`src/fsq_regs.vh`:
```
// constants for the flash erase / ecc write sequencer
// assumes a 100 MHz apb clock; the timeout and resume counts derive from the times below
`ifndef FSQ_REGS_VH
`define FSQ_REGS_VH

// register offsets (byte addresses, flash window below 0x8000)
`define FSQ_ACCESS_SIZE_OFS 16'h8000
`define FSQ_STATUS_OFS 16'h8004
`define FSQ_REG_SPACE_BIT 15

// access size field values
`define FSQ_ASZ_PROG 2'h1
`define FSQ_ASZ_ROM 2'h2
`define FSQ_ASZ_RESET 2'h2

// status register fields
`define FSQ_ST_ERR_BIT 0
`define FSQ_ST_BUSY_BIT 1
`define FSQ_ST_STATE_LSB 2

// hardware sequence flag positions
`define FSQ_FLAG_POL 7
`define FSQ_FLAG_TOG 6
`define FSQ_FLAG_TLIM 5
`define FSQ_FLAG_SETI 3
`define FSQ_FLAG_TOG2 2

// command codes
`define FSQ_CMD_UNLOCK1 8'hAA
`define FSQ_CMD_UNLOCK2 8'h55
`define FSQ_CMD_PROGRAM 8'hA0
`define FSQ_CMD_ERASE 8'h80
`define FSQ_CMD_CHIP 8'h10
`define FSQ_CMD_SECTOR 8'h30
`define FSQ_CMD_SUSPEND 8'hB0
`define FSQ_CMD_RESET 8'hF0

// timing; 24-bit operands so the counts fit the 24-bit timers exactly
`define FSQ_CLK_NS 24'h00000A
`define FSQ_SE_TIMEOUT_NS 24'h0088B8
`define FSQ_RESUME_NS 24'h1E8480
`define FSQ_SE_TIMEOUT_CYC ((`FSQ_SE_TIMEOUT_NS + `FSQ_CLK_NS - 24'h000001) / `FSQ_CLK_NS)
`define FSQ_RESUME_CYC (`FSQ_RESUME_NS / `FSQ_CLK_NS + 24'h000001)

// ecc parity masks over a 32-bit word
`define FSQ_ECC_M0 32'h56AAAD5B
`define FSQ_ECC_M1 32'h9B33366D
`define FSQ_ECC_M2 32'hE3C3C78E
`define FSQ_ECC_M3 32'h03FC07F0
`define FSQ_ECC_M4 32'h03FFF800
`define FSQ_ECC_M5 32'hFC000000
`define FSQ_ECC_M6 32'hFFFFFFFF

`endif

```
`src/fsq_flash_seq.v`:
```
// flash command sequencer: erase, suspend/resume, status flags, ecc word writes
// assumes an apb master and a flash array macro with combinational read data
//
// Contract
// - full chip erase sequence starts algorithm erasing every sector at once
// - during chip erase any read returns flags; bit 7 one means done
// - finished erase returns to read mode without a further command
// - sector erase waits 35 us timeout before erasing starts
// - code 0x30 within timeout adds a sector; later codes are rejected
// - during sector erase any read returns flags; bit 7 one means done
// - toggle flag alternates between reads while sector erase runs
// - polarity flag changes in the same cycle as timing limit flag; here bit 7 keeps its value when bit 5 sets
// - toggle stops alternating when timing limit flag becomes one
// - during sector erase only sector codes and suspend are accepted; here sector codes only in the timeout, erasing takes suspend alone
// - suspend at any address in timeout or erase enters suspended state
// - suspend halts timeout at once and stops erase within 35 us
// - chip erase cannot be suspended; suspend while suspended is ignored
// - resume returns to erasing, never to the timeout state
// - while suspended selected sectors read flags, others read array data
// - new write or erase sequences are ignored while suspended
// - resume accepted only while suspended, at any address
// - erasing resumes over 2 ms after resume; suspend early may trip limit
// - low half at word address then high half at +2; ecc on second
//
// Design decisions made here: register access over APB and the register offsets.
`timescale 1ns/1ps
`include "fsq_regs.vh"

module fsq_flash_seq #(
    parameter [23:0] SE_ERASE_CYC = 24'h004E20,
    parameter [23:0] CHIP_ERASE_CYC = 24'h009C40,
    parameter [23:0] PROG_CYC = 24'h000064,
    parameter [23:0] LIMIT_CYC = 24'h07A120,
    parameter [23:0] RESUME_CYC = `FSQ_RESUME_CYC
) (
    // clock and reset
    input wire pclk,
    input wire presetn,
    // apb slave
    input wire psel,
    input wire penable,
    input wire pwrite,
    input wire [15:0] paddr,
    input wire [31:0] pwdata,
    input wire [3:0] pstrb,
    output wire pready,
    output wire pslverr,
    output reg [31:0] prdata,
    // flash array macro
    output reg [15:0] arr_addr,
    input wire [31:0] arr_rdata,
    input wire arr_ecc_corr,
    output reg arr_wr,
    output reg [31:0] arr_wdata,
    output reg [6:0] arr_wecc,
    output reg arr_erase,
    output reg [7:0] arr_erase_mask,
    // status
    output wire busy
);

    // sequencer states; the codes show in status bits 4:2
    localparam [2:0] ST_IDLE = 3'h0;
    localparam [2:0] ST_PROG = 3'h1;
    localparam [2:0] ST_CHIP = 3'h2;
    localparam [2:0] ST_SE_TO = 3'h3;
    localparam [2:0] ST_SE_ER = 3'h4;
    localparam [2:0] ST_SUSP = 3'h5;
    localparam [2:0] ST_RESUME = 3'h6;
    // fixed 35 us window, never shortened for simulation
    localparam [23:0] SE_TO_CYC = `FSQ_SE_TIMEOUT_CYC;

    // sequencer core
    reg [2:0] state_reg;
    reg [2:0] cyc_reg;

    // program half-word pairing
    reg prog_arm_reg;
    reg hi_pend_reg;
    reg [15:0] lo_half_reg;
    reg [13:0] lo_addr_reg;
    reg pol_bit_reg;

    // step, erase and rated time counters
    reg [23:0] tmr_reg;
    reg [23:0] er_cnt_reg;
    reg [23:0] lim_reg;

    // flag sources
    reg tlim_reg;
    reg tog_reg;
    reg tog2_reg;
    reg [7:0] sel_reg;

    // software visible bits
    reg [1:0] asz_reg;
    reg err_reg;

    // bus answer
    reg ack_reg;
    reg slverr_reg;

    // seven parity bits, one per mask
    // a single flipped bit shows as a nonzero syndrome on read
    function [6:0] fsq_ecc;
        input [31:0] d;
        begin
            fsq_ecc[0] = ^(d & `FSQ_ECC_M0);
            fsq_ecc[1] = ^(d & `FSQ_ECC_M1);
            fsq_ecc[2] = ^(d & `FSQ_ECC_M2);
            fsq_ecc[3] = ^(d & `FSQ_ECC_M3);
            fsq_ecc[4] = ^(d & `FSQ_ECC_M4);
            fsq_ecc[5] = ^(d & `FSQ_ECC_M5);
            fsq_ecc[6] = ^(d & `FSQ_ECC_M6);
        end
    endfunction

    // bus decode: bit 15 picks registers over the flash window
    wire is_reg = paddr[`FSQ_REG_SPACE_BIT];
    wire acc_first = psel & penable & ~ack_reg;
    wire acc_done = psel & penable & ack_reg;
    // command byte from the addressed half-word
    wire [15:0] wr_half = paddr[1] ? pwdata[31:16] : pwdata[15:0];
    wire [7:0] cmd = wr_half[7:0];
    wire [2:0] sect = paddr[14:12];
    // flash writes count only in 16-bit programming mode
    wire prog_mode = (asz_reg == `FSQ_ASZ_PROG);
    wire fwr = acc_done & pwrite & ~is_reg & prog_mode;
    wire frd = acc_done & ~pwrite & ~is_reg;
    wire reg_ok = (paddr == `FSQ_ACCESS_SIZE_OFS) | (paddr == `FSQ_STATUS_OFS);

    // flags replace array data whenever the algorithm owns the array
    wire flag_sel = (state_reg == ST_SUSP) ? sel_reg[sect] :
        (state_reg != ST_IDLE);
    // 7 polarity, 6 toggle, 5 limit, 3 past window, 2 toggle2
    wire [7:0] flags_busy = {
        (state_reg == ST_PROG) ? pol_bit_reg : 1'b0,
        tlim_reg | tog_reg,
        tlim_reg,
        1'b0,
        (state_reg != ST_SE_TO),
        (state_reg == ST_PROG) ? 1'b0 : tog2_reg,
        2'h0};
    // suspended: bit 6 and 5 read zero, bit 3 one, bit 2 still toggles
    wire [7:0] flags_susp = {4'h0, 1'b1, tog2_reg, 2'h0};
    wire [7:0] flags = (state_reg == ST_SUSP) ? flags_susp : flags_busy;
    // status: bit 0 ecc error, bit 1 busy, bits 4:2 state
    wire [31:0] status_word = {27'h0, state_reg, busy, err_reg};

    // handshake and busy are combinational, data outputs are flops
    assign busy = (state_reg != ST_IDLE);
    assign pready = psel & penable & ack_reg;
    assign pslverr = pready & slverr_reg;

    // apb pacing: one wait cycle so read data comes from a flop
    // setup edge latches the array address, first access edge loads prdata,
    // second access edge ends the transfer and a write acts there
    always @(posedge pclk or negedge presetn) begin
        if (!presetn) begin
            ack_reg <= 1'b0;
            slverr_reg <= 1'b0;
            arr_addr <= 16'h0000;
            prdata <= 32'h00000000;
        end else begin
            ack_reg <= acc_first;
            if (psel & ~penable) begin
                arr_addr <= paddr;
            end
            if (acc_first) begin
                // flash writes outside programming mode are refused
                slverr_reg <= is_reg ? ~reg_ok : (pwrite & ~prog_mode);
                if (is_reg) begin
                    prdata <= (paddr == `FSQ_ACCESS_SIZE_OFS) ? {30'h0, asz_reg} :
                        (paddr == `FSQ_STATUS_OFS) ? status_word : 32'h00000000;
                end else if (flag_sel) begin
                    prdata <= {24'h0, flags};
                end else begin
                    prdata <= arr_rdata;
                end
            end
        end
    end

    // software registers; error flag set wins over the clear
    always @(posedge pclk or negedge presetn) begin
        if (!presetn) begin
            asz_reg <= `FSQ_ASZ_RESET;
            err_reg <= 1'b0;
        end else begin
            if (acc_done & pwrite & (paddr == `FSQ_ACCESS_SIZE_OFS) & pstrb[0]) begin
                asz_reg <= pwdata[1:0];
            end
            if (arr_ecc_corr) begin
                err_reg <= 1'b1;
            end else if (acc_done & pwrite & (paddr == `FSQ_STATUS_OFS) & pstrb[0] &
                    pwdata[`FSQ_ST_ERR_BIT]) begin
                err_reg <= 1'b0;
            end
        end
    end

    // toggle flags flip on every completed flag read while running
    always @(posedge pclk or negedge presetn) begin
        if (!presetn) begin
            tog_reg <= 1'b0;
            tog2_reg <= 1'b0;
        end else if (frd & flag_sel) begin
            if (!tlim_reg && state_reg != ST_SUSP) begin
                tog_reg <= ~tog_reg;
            end
            if (!tlim_reg) begin
                tog2_reg <= ~tog2_reg;
            end
        end
    end

    // command sequencer; low byte of the half-word, address not checked
    // program AA 55 A0 data; chip AA 55 80 AA 55 10; sector ends in 30
    // sector erase takes its sector from the address of the last code
    // F0 drops a partial sequence, except after A0 where it is program data, and also clears a limit hang
    // timeout hears only 30 and B0, erasing only B0; suspended hears only 30 (resume)
    always @(posedge pclk or negedge presetn) begin
        if (!presetn) begin
            state_reg <= ST_IDLE;
            cyc_reg <= 3'h0;
            prog_arm_reg <= 1'b0;
            hi_pend_reg <= 1'b0;
            lo_half_reg <= 16'h0000;
            lo_addr_reg <= 14'h0000;
            pol_bit_reg <= 1'b0;
            tmr_reg <= 24'h000000;
            er_cnt_reg <= 24'h000000;
            lim_reg <= 24'h000000;
            tlim_reg <= 1'b0;
            sel_reg <= 8'h00;
            arr_wr <= 1'b0;
            arr_wdata <= 32'h00000000;
            arr_wecc <= 7'h00;
            arr_erase <= 1'b0;
            arr_erase_mask <= 8'h00;
        end else begin
            arr_wr <= 1'b0;
            arr_erase <= 1'b0;
            // rated time watchdog over a whole operation, suspend excluded
            if (busy && state_reg != ST_SUSP && !tlim_reg) begin
                lim_reg <= lim_reg + 24'h000001;
                if (lim_reg == LIMIT_CYC) begin
                    tlim_reg <= 1'b1;
                end
            end
            if (tlim_reg) begin
                // algorithm hangs until the reset command
                if (fwr && cmd == `FSQ_CMD_RESET) begin
                    tlim_reg <= 1'b0;
                    state_reg <= ST_IDLE;
                    cyc_reg <= 3'h0;
                    lim_reg <= 24'h000000;
                end
            end else begin
                case (state_reg)
                    ST_IDLE: begin
                        tmr_reg <= 24'h000000;
                        lim_reg <= 24'h000000;
                        if (fwr && prog_arm_reg) begin
                            prog_arm_reg <= 1'b0;
                            pol_bit_reg <= ~wr_half[7];
                            state_reg <= ST_PROG;
                            if (!paddr[1]) begin
                                lo_half_reg <= wr_half;
                                lo_addr_reg <= paddr[15:2];
                                hi_pend_reg <= 1'b1;
                            end else if (hi_pend_reg && paddr[15:2] == lo_addr_reg) begin
                                hi_pend_reg <= 1'b0;
                                arr_wr <= 1'b1;
                                arr_wdata <= {wr_half, lo_half_reg};
                                arr_wecc <= fsq_ecc({wr_half, lo_half_reg});
                            end
                        end else if (fwr) begin
                            if (cmd == `FSQ_CMD_RESET) begin
                                cyc_reg <= 3'h0;
                            end else begin
                                case (cyc_reg)
                                    3'h0, 3'h3: cyc_reg <= (cmd == `FSQ_CMD_UNLOCK1) ?
                                        cyc_reg + 3'h1 : 3'h0;
                                    3'h1, 3'h4: cyc_reg <= (cmd == `FSQ_CMD_UNLOCK2) ?
                                        cyc_reg + 3'h1 : 3'h0;
                                    3'h2: begin
                                        cyc_reg <= (cmd == `FSQ_CMD_ERASE) ? 3'h3 : 3'h0;
                                        prog_arm_reg <= (cmd == `FSQ_CMD_PROGRAM);
                                    end
                                    3'h5: begin
                                        cyc_reg <= 3'h0;
                                        if (cmd == `FSQ_CMD_CHIP) begin
                                            sel_reg <= 8'hFF;
                                            state_reg <= ST_CHIP;
                                        end else if (cmd == `FSQ_CMD_SECTOR) begin
                                            sel_reg <= 8'h01 << sect;
                                            er_cnt_reg <= 24'h000000;
                                            state_reg <= ST_SE_TO;
                                        end
                                    end
                                    default: cyc_reg <= 3'h0;
                                endcase
                            end
                        end
                    end
                    ST_PROG: begin
                        // every command is ignored until the write ends
                        tmr_reg <= tmr_reg + 24'h000001;
                        if (tmr_reg == PROG_CYC) begin
                            state_reg <= ST_IDLE;
                        end
                    end
                    ST_CHIP: begin
                        // no suspend path exists from here
                        tmr_reg <= tmr_reg + 24'h000001;
                        if (tmr_reg == CHIP_ERASE_CYC) begin
                            arr_erase <= 1'b1;
                            arr_erase_mask <= sel_reg;
                            state_reg <= ST_IDLE;
                        end
                    end
                    ST_SE_TO: begin
                        // window counts up; each new sector restarts it
                        tmr_reg <= tmr_reg + 24'h000001;
                        if (fwr && cmd == `FSQ_CMD_SUSPEND) begin
                            state_reg <= ST_SUSP;
                        end else if (fwr && cmd == `FSQ_CMD_SECTOR) begin
                            // each added sector restarts the window
                            sel_reg <= sel_reg | (8'h01 << sect);
                            tmr_reg <= 24'h000000;
                        end else if (tmr_reg == SE_TO_CYC) begin
                            state_reg <= ST_SE_ER;
                        end
                    end
                    // limitation: erase time ignores the number of sectors
                    ST_SE_ER: begin
                        // late sector codes fall through unheeded
                        er_cnt_reg <= er_cnt_reg + 24'h000001;
                        if (fwr && cmd == `FSQ_CMD_SUSPEND) begin
                            // stops at once, well inside the allowed delay
                            state_reg <= ST_SUSP;
                        end else if (er_cnt_reg == SE_ERASE_CYC) begin
                            arr_erase <= 1'b1;
                            arr_erase_mask <= sel_reg;
                            state_reg <= ST_IDLE;
                        end
                    end
                    ST_SUSP: begin
                        // only the resume code is heeded; repeat suspend ignored
                        tmr_reg <= 24'h000000;
                        if (fwr && cmd == `FSQ_CMD_SECTOR) begin
                            state_reg <= ST_RESUME;
                        end
                    end
                    ST_RESUME: begin
                        // restart delay counts toward the rated time
                        tmr_reg <= tmr_reg + 24'h000001;
                        if (fwr && cmd == `FSQ_CMD_SUSPEND) begin
                            state_reg <= ST_SUSP;
                        end else if (tmr_reg == RESUME_CYC) begin
                            state_reg <= ST_SE_ER;
                        end
                    end
                    default: state_reg <= ST_IDLE;
                endcase
            end
        end
    end

endmodule

```
`config.mk`:
```
export PLATFORM = sky130hd
export DESIGN_NAME = fsq_flash_seq
export DESIGN_NICKNAME = d
export VERILOG_FILES = /design/src/fsq_flash_seq.v
export VERILOG_INCLUDE_DIRS = /design/src
export SDC_FILE = /design/constraint.sdc
export NUM_CORES = 1
export LEC_CHECK = 0
export BUFFER_PORTS_ARGS = -buffer_cell sky130_fd_sc_hd__buf_4
export CELL_PAD_IN_SITES_DETAIL_PLACEMENT = 0
export CELL_PAD_IN_SITES_GLOBAL_PLACEMENT = 1
export CORE_MARGIN = 5
export CORE_UTILIZATION = 25
export DETAILED_ROUTE_END_ITERATION = 7
export GPL_ROUTABILITY_DRIVEN = 0
export PLACE_DENSITY_LB_ADDON = 0.1
export SLEW_MARGIN = 20
export SYNTH_ARGS = -nofsm -noshare
export SYNTH_HDL_FRONTEND = slang
export SYNTH_SLANG_ARGS = --single-unit
```
`constraint.sdc`:
```
create_clock -name pclk -period 4.35 [get_ports pclk]
set_input_delay 1.305 -clock pclk [delete_from_list [all_inputs] [get_ports pclk]]
set_output_delay 1.305 -clock pclk [all_outputs]
set_load 0.05 [all_outputs]
```
# Word level (Yosys, flattened, before mapping)
# Cells that the tools add are included.
# Widths: inputs -> output; s select.
[totals]
ff_bits = 224
input_bits = 90
out_inout_bits = 100
word_cells = 254
[op_classes]
add_sub_neg = 4
n_lt_le_gt_ge = 1
eq_ne = 58
n_shift = 1
n_mux = 89
n_bitwise = 31
reduce_logical = 45
[op_table]
columns = ["cell", "count"]
rows = [
  ["$mux 24", 12],
  ["$reduce_xor 32->1", 7],
  ["$mux 8", 12],
  ["$mux 3", 25],
  ["$add 24x1->24 const B", 3],
  ["$pmux 24 s3", 1],
  ["$mux 32", 2],
  ["$pmux 24 s2", 1],
  ["$eq 8x8->1 const B", 5],
  ["$eq 16x16->1 const B", 2],
  ["$pmux 8 s2", 2],
  ["$mux 1", 26],
  ["$eq 24x12->1 const B", 1],
  ["$eq 24x15->1 const B", 1],
  ["$eq 24x16->1 const B", 1],
  ["$eq 24x18->1 const B", 1],
  ["$eq 24x19->1 const B", 1],
  ["$eq 24x7->1 const B", 1],
  ["$ne 2x2->1 const B", 12],
  ["$ne 4x4->1 const B", 6],
  ["$pmux 3 s7", 1],
  ["$and 1x1->1", 17],
  ["$mux 16", 1],
  ["$reduce_bool 2->1", 8],
  ["37 further kinds", 80],
]

# Depth between registers and ports, before layout
[depth]
depth_word = 10
depth_mapped = 14
mapped_depth_nobuf = 10

# Least setup slack after synthesis
# Ideal clock, no wire load.
[synth_timing]
path_type = "input -> register"
from = "in paddr[1]"
to = "reg er_cnt_reg[23]"
setup_ps = 126
t_arrival_ps = 4730
required_time_ps = 4224
slack_ps = -506
stages = 12
path_buffers = 3
path_cell_list = "clkbuf_1 > clkbuf_1 > clkbuf_1 > mux2i_1 > inv_1 > ha_1 > and4_1 > or4_1 > o21a_1 > or4_1 > o21ai_0 > a21oi_1"
[synth_between]
elab_chain_cells = 4
elab_cells_between_ends = 8
classes_between = "6 x eq/ne; 1 x mux; 1 x reduce/logical"
[synth_rtl]
columns = ["element", "line_no", "source"]
rows = [
  ["from (decl)", "fsq_flash_seq.v:43", "input wire [15:0] paddr,"],
  ["$mux 16 (*)", "fsq_flash_seq.v:123", "wire [15:0] wr_half = paddr[1] ? pwdata[31:16] : pwdata[15:0];"],
  ["via wr_half[6]", "fsq_flash_seq.v:123", ""],
  ["$eq 8x6->1 (no line), or another cell as far along", "-", ""],
  ["$ne 2x2->1 (no line)", "-", ""],
  ["$reduce_and 8->1 (no line) (*)", "-", ""],
  ["to (signal assigned)", "fsq_flash_seq.v:339", "er_cnt_reg <= er_cnt_reg + 24'h000001;"],
  ["to (decl)", "fsq_flash_seq.v:86", "reg [23:0] er_cnt_reg;"],
]
# Mark *: on every way through the listed nets, which the timed path passes. The rest lies on a longest branch.
# A chain may end at the register's enable or synchronous reset.

# Worst setup path after layout
# Ends and elaborated chain as after synthesis.

==> impl_metrics.json <==
{
  "status": "completed",
  "fin_setup_tns_ns": 0,
  "slew_headroom": 0.395,
  "fin_skew_ns": 0.0262,
  "synth_cells": 1157,
  "fmax_mhz": 275,
  "coreArea_um2": 46700,
  "cellLeakagePower_uw": 0.00709,
  "rsz0062_at_grt": "false",
  "ctsHoldBuffers": 0,
  "finalWorstSetupSlack_ns": 0.715,
  "die_h_um": 228,
  "die_w_um": 228,
  "drive_gt1_frac": 0.251,
  "ys_seq_area_frac": 0.474,
  "cts_buffer_depth": 3,
  "most-common-layout-cells": "223 x dfrtp_1, 215 x buf_4, 140 x nand2_1, 92 x nor2_1, 74 x nand3_1",
  "track_usage": 0.144,
  "drt_pass1_iterations": 5,
  "synth-seq-cells": 224,
  "grt_pass1_vias": 9505,
  "p_total_uw": 5230,
  "hp-class": "reg2reg",
  "final_util": 0.322,
  "numPortBuffers": 186,
  "cts_sinks": 224,
  "dr_total_vias": 9201,
  "dp_hpwl_um": 27600,
  "synth_ff_type": "dfrtp_1",
  "synth_edf_count": 0,
  "fin_crit_sh": 0.836,
  "routedWlPerCell_um": 19.0,
  "place_area_um2": 14100,
  "htreeDepth": 1,
  "antenna_found_initial": 0,
  "worst_pin_slew_ns": 0.907,
  "ir_drop_uv": 220,
  "ant_nets": 0,
  "final_area_um2": 15000,
  "finalHoldViolCount": 0,
  "finalSetupViolCount": 0,
  "slew_viol_final": 0,
  "post-place-ws_ns": 0.130,
  "syn_avg_cell_area_um2": 10.2,
  "drt_drc_violations_left": 0,
  "worst_setup_path_start_kind": "primary input",
  "final_common_cell": "dfrtp_1",
  "grt_max_degree": 78,
  "syn-num-nets": 1273,
  "die-area_um2": 51800,
  "wirelength_um": 37800,
  "area_growth_pct": 26.7,
  "io_pins": 190,
  "final_net_count": 1477,
  "rows": 79,
  "synth_cell_type_count": 71,
  "root_buffer": "clkbuf_16",
  "start_util": 0.254,
  "p_per_area_nw_per_um2": 349,
  "reg2reg_slack_ns": 1.31,
  "cts_buffers": 29,
  "cp_data_arrival_time_ns": 4.14,
  "clk-insertion-delay-late_ns": 0.57,
  "drtIter0Drc": 388,
  "path_clk_slew_ns": 0.06,
  "grt_pass1_wl_um": 59000,
  "crit_path_max_fanout": 11,
  "required_ns": 4.85,
  "cp-end-kind": "flop",
  "maxCapViolCount": 0,
  "grt_overflow": 0,
  "via_per_inst": 4.63,
  "top_regs": "arr_wdata: 32 flops, prdata: 32 flops",
  "crit_type": "in2reg",
  "synth-async-reset-ratio": 1.00,
  "period_needed_ns": 3.64,
  "synth_area_um2": 11800,
  "cts-resized-gates": 0,
  "yosys_warnings": 0,
  "postCtsSetupRepairBufs": 0,
  "cts_tree": "built"
}
-- synthesized netlist by cell type (all sizes together) (4+ instances only) --
library cell,n,area (um2)
a22oi,5,37.5
and2,8,50.1
ha,26,325
nor3b,5,37.5
nand3,75,380
nand2,140,526
buf,19,121
and3,15,93.8
a22o,5,43.8
a41oi,4,35.0
inv,34,128
clkbuf,30,113
nor2,93,352
or4,5,41.3
nor4b,10,87.6
or2,4,25.0
a31oi,5,31.3
xnor2,71,622
dfrtp,223,5580
o31ai,8,60.1
nand4,29,181
xor2,52,455
nor4,23,159
o21ai,51,259
and4,10,87.6
nor3,12,60.1
mux2i,22,220
or3,7,48.8
a21oi,25,125
mux2,87,980
xnor3,6,135
o21a,6,45.0
-- through the flow --
step	hold slack, ns	std cells
floorplan	0.442	1157
global placement	0.453	1937
detailed placement	0.458	1937
CTS	0.471	1985
global route	0.485	1985
finish	0.467	1986
-- path summary, 6_finish.rpt --
path | from | to | cells after the start
max | paddr[1] | er_cnt_reg[23] | 11
min | prdata[25] | prdata[25] | 2
max reg2reg | state_reg[1] | arr_wdata[1] | 7
min reg2reg | prdata[25] | prdata[25] | 2
max in group asynchronous | presetn | asz_reg[1] | 2
min in group asynchronous | presetn | sel_reg[7] | 1
-- cell type report --
cell class,count,area (um2)
well taps,607,759
clock inverters,6,47.5
repair buffers,222,1750
fillers,4915,31700
multi-input cells,848,5870
flip-flops and latches,224,5610
clock buffers,42,835
inverters,36,135
diodes,1,2.50
-- worst max-delay path, cell delays in order --
cell,delay [ns]
buf_4,0.19
mux2i_1,0.41
inv_1,0.14
ha_1,0.24
and4_1,0.21
or4_1,0.52
o21a_1,0.23
buf_4,0.19
nor3_1,0.37
nand4bb_1,0.15
a21oi_1,0.16
-- layer usage --
| layer | GRT usage | up-vias | routed length [um] |
|---|---|---|---|
| li1 | - | 4479 | - |
| met1 | 0.197 | 4506 | 17300 |
| met2 | 0.226 | 157 | 17300 |
| met3 | 0.0329 | 59 | 1640 |
| met4 | 0.0511 | 0 | 1530 |
| met5 | 0 | - | 0 |
-- report_power, final --
group | internal, uW | switching [uW] | leakage (uW)
clock network | 1320 | 962 | 0.000434
registers | 2140 | 33.0 | 0.00301
logic | 290 | 480 | 0.00365
-- logic make-up (layout without fill, tap and decap cells) --
| group | count (synthesis) | after routing | synth area share |
|---|---|---|---|
| AO/OA/AOI/OAI | 138 | 138 | 0.0768 |
| multiplexers | 109 | 109 | 0.101 |
| XOR/XNOR | 129 | 129 | 0.102 |
| buffers and inverters | 85 | 306 | 0.0312 |
| adder cells (fa/ha/maj) | 26 | 26 | 0.0275 |
| other | 0 | 1 | 0 |
| flip-flops | 224 | 224 | 0.474 |
| AND/OR/NAND/NOR | 446 | 446 | 0.187 |
(Power assumes the default switching activity.)
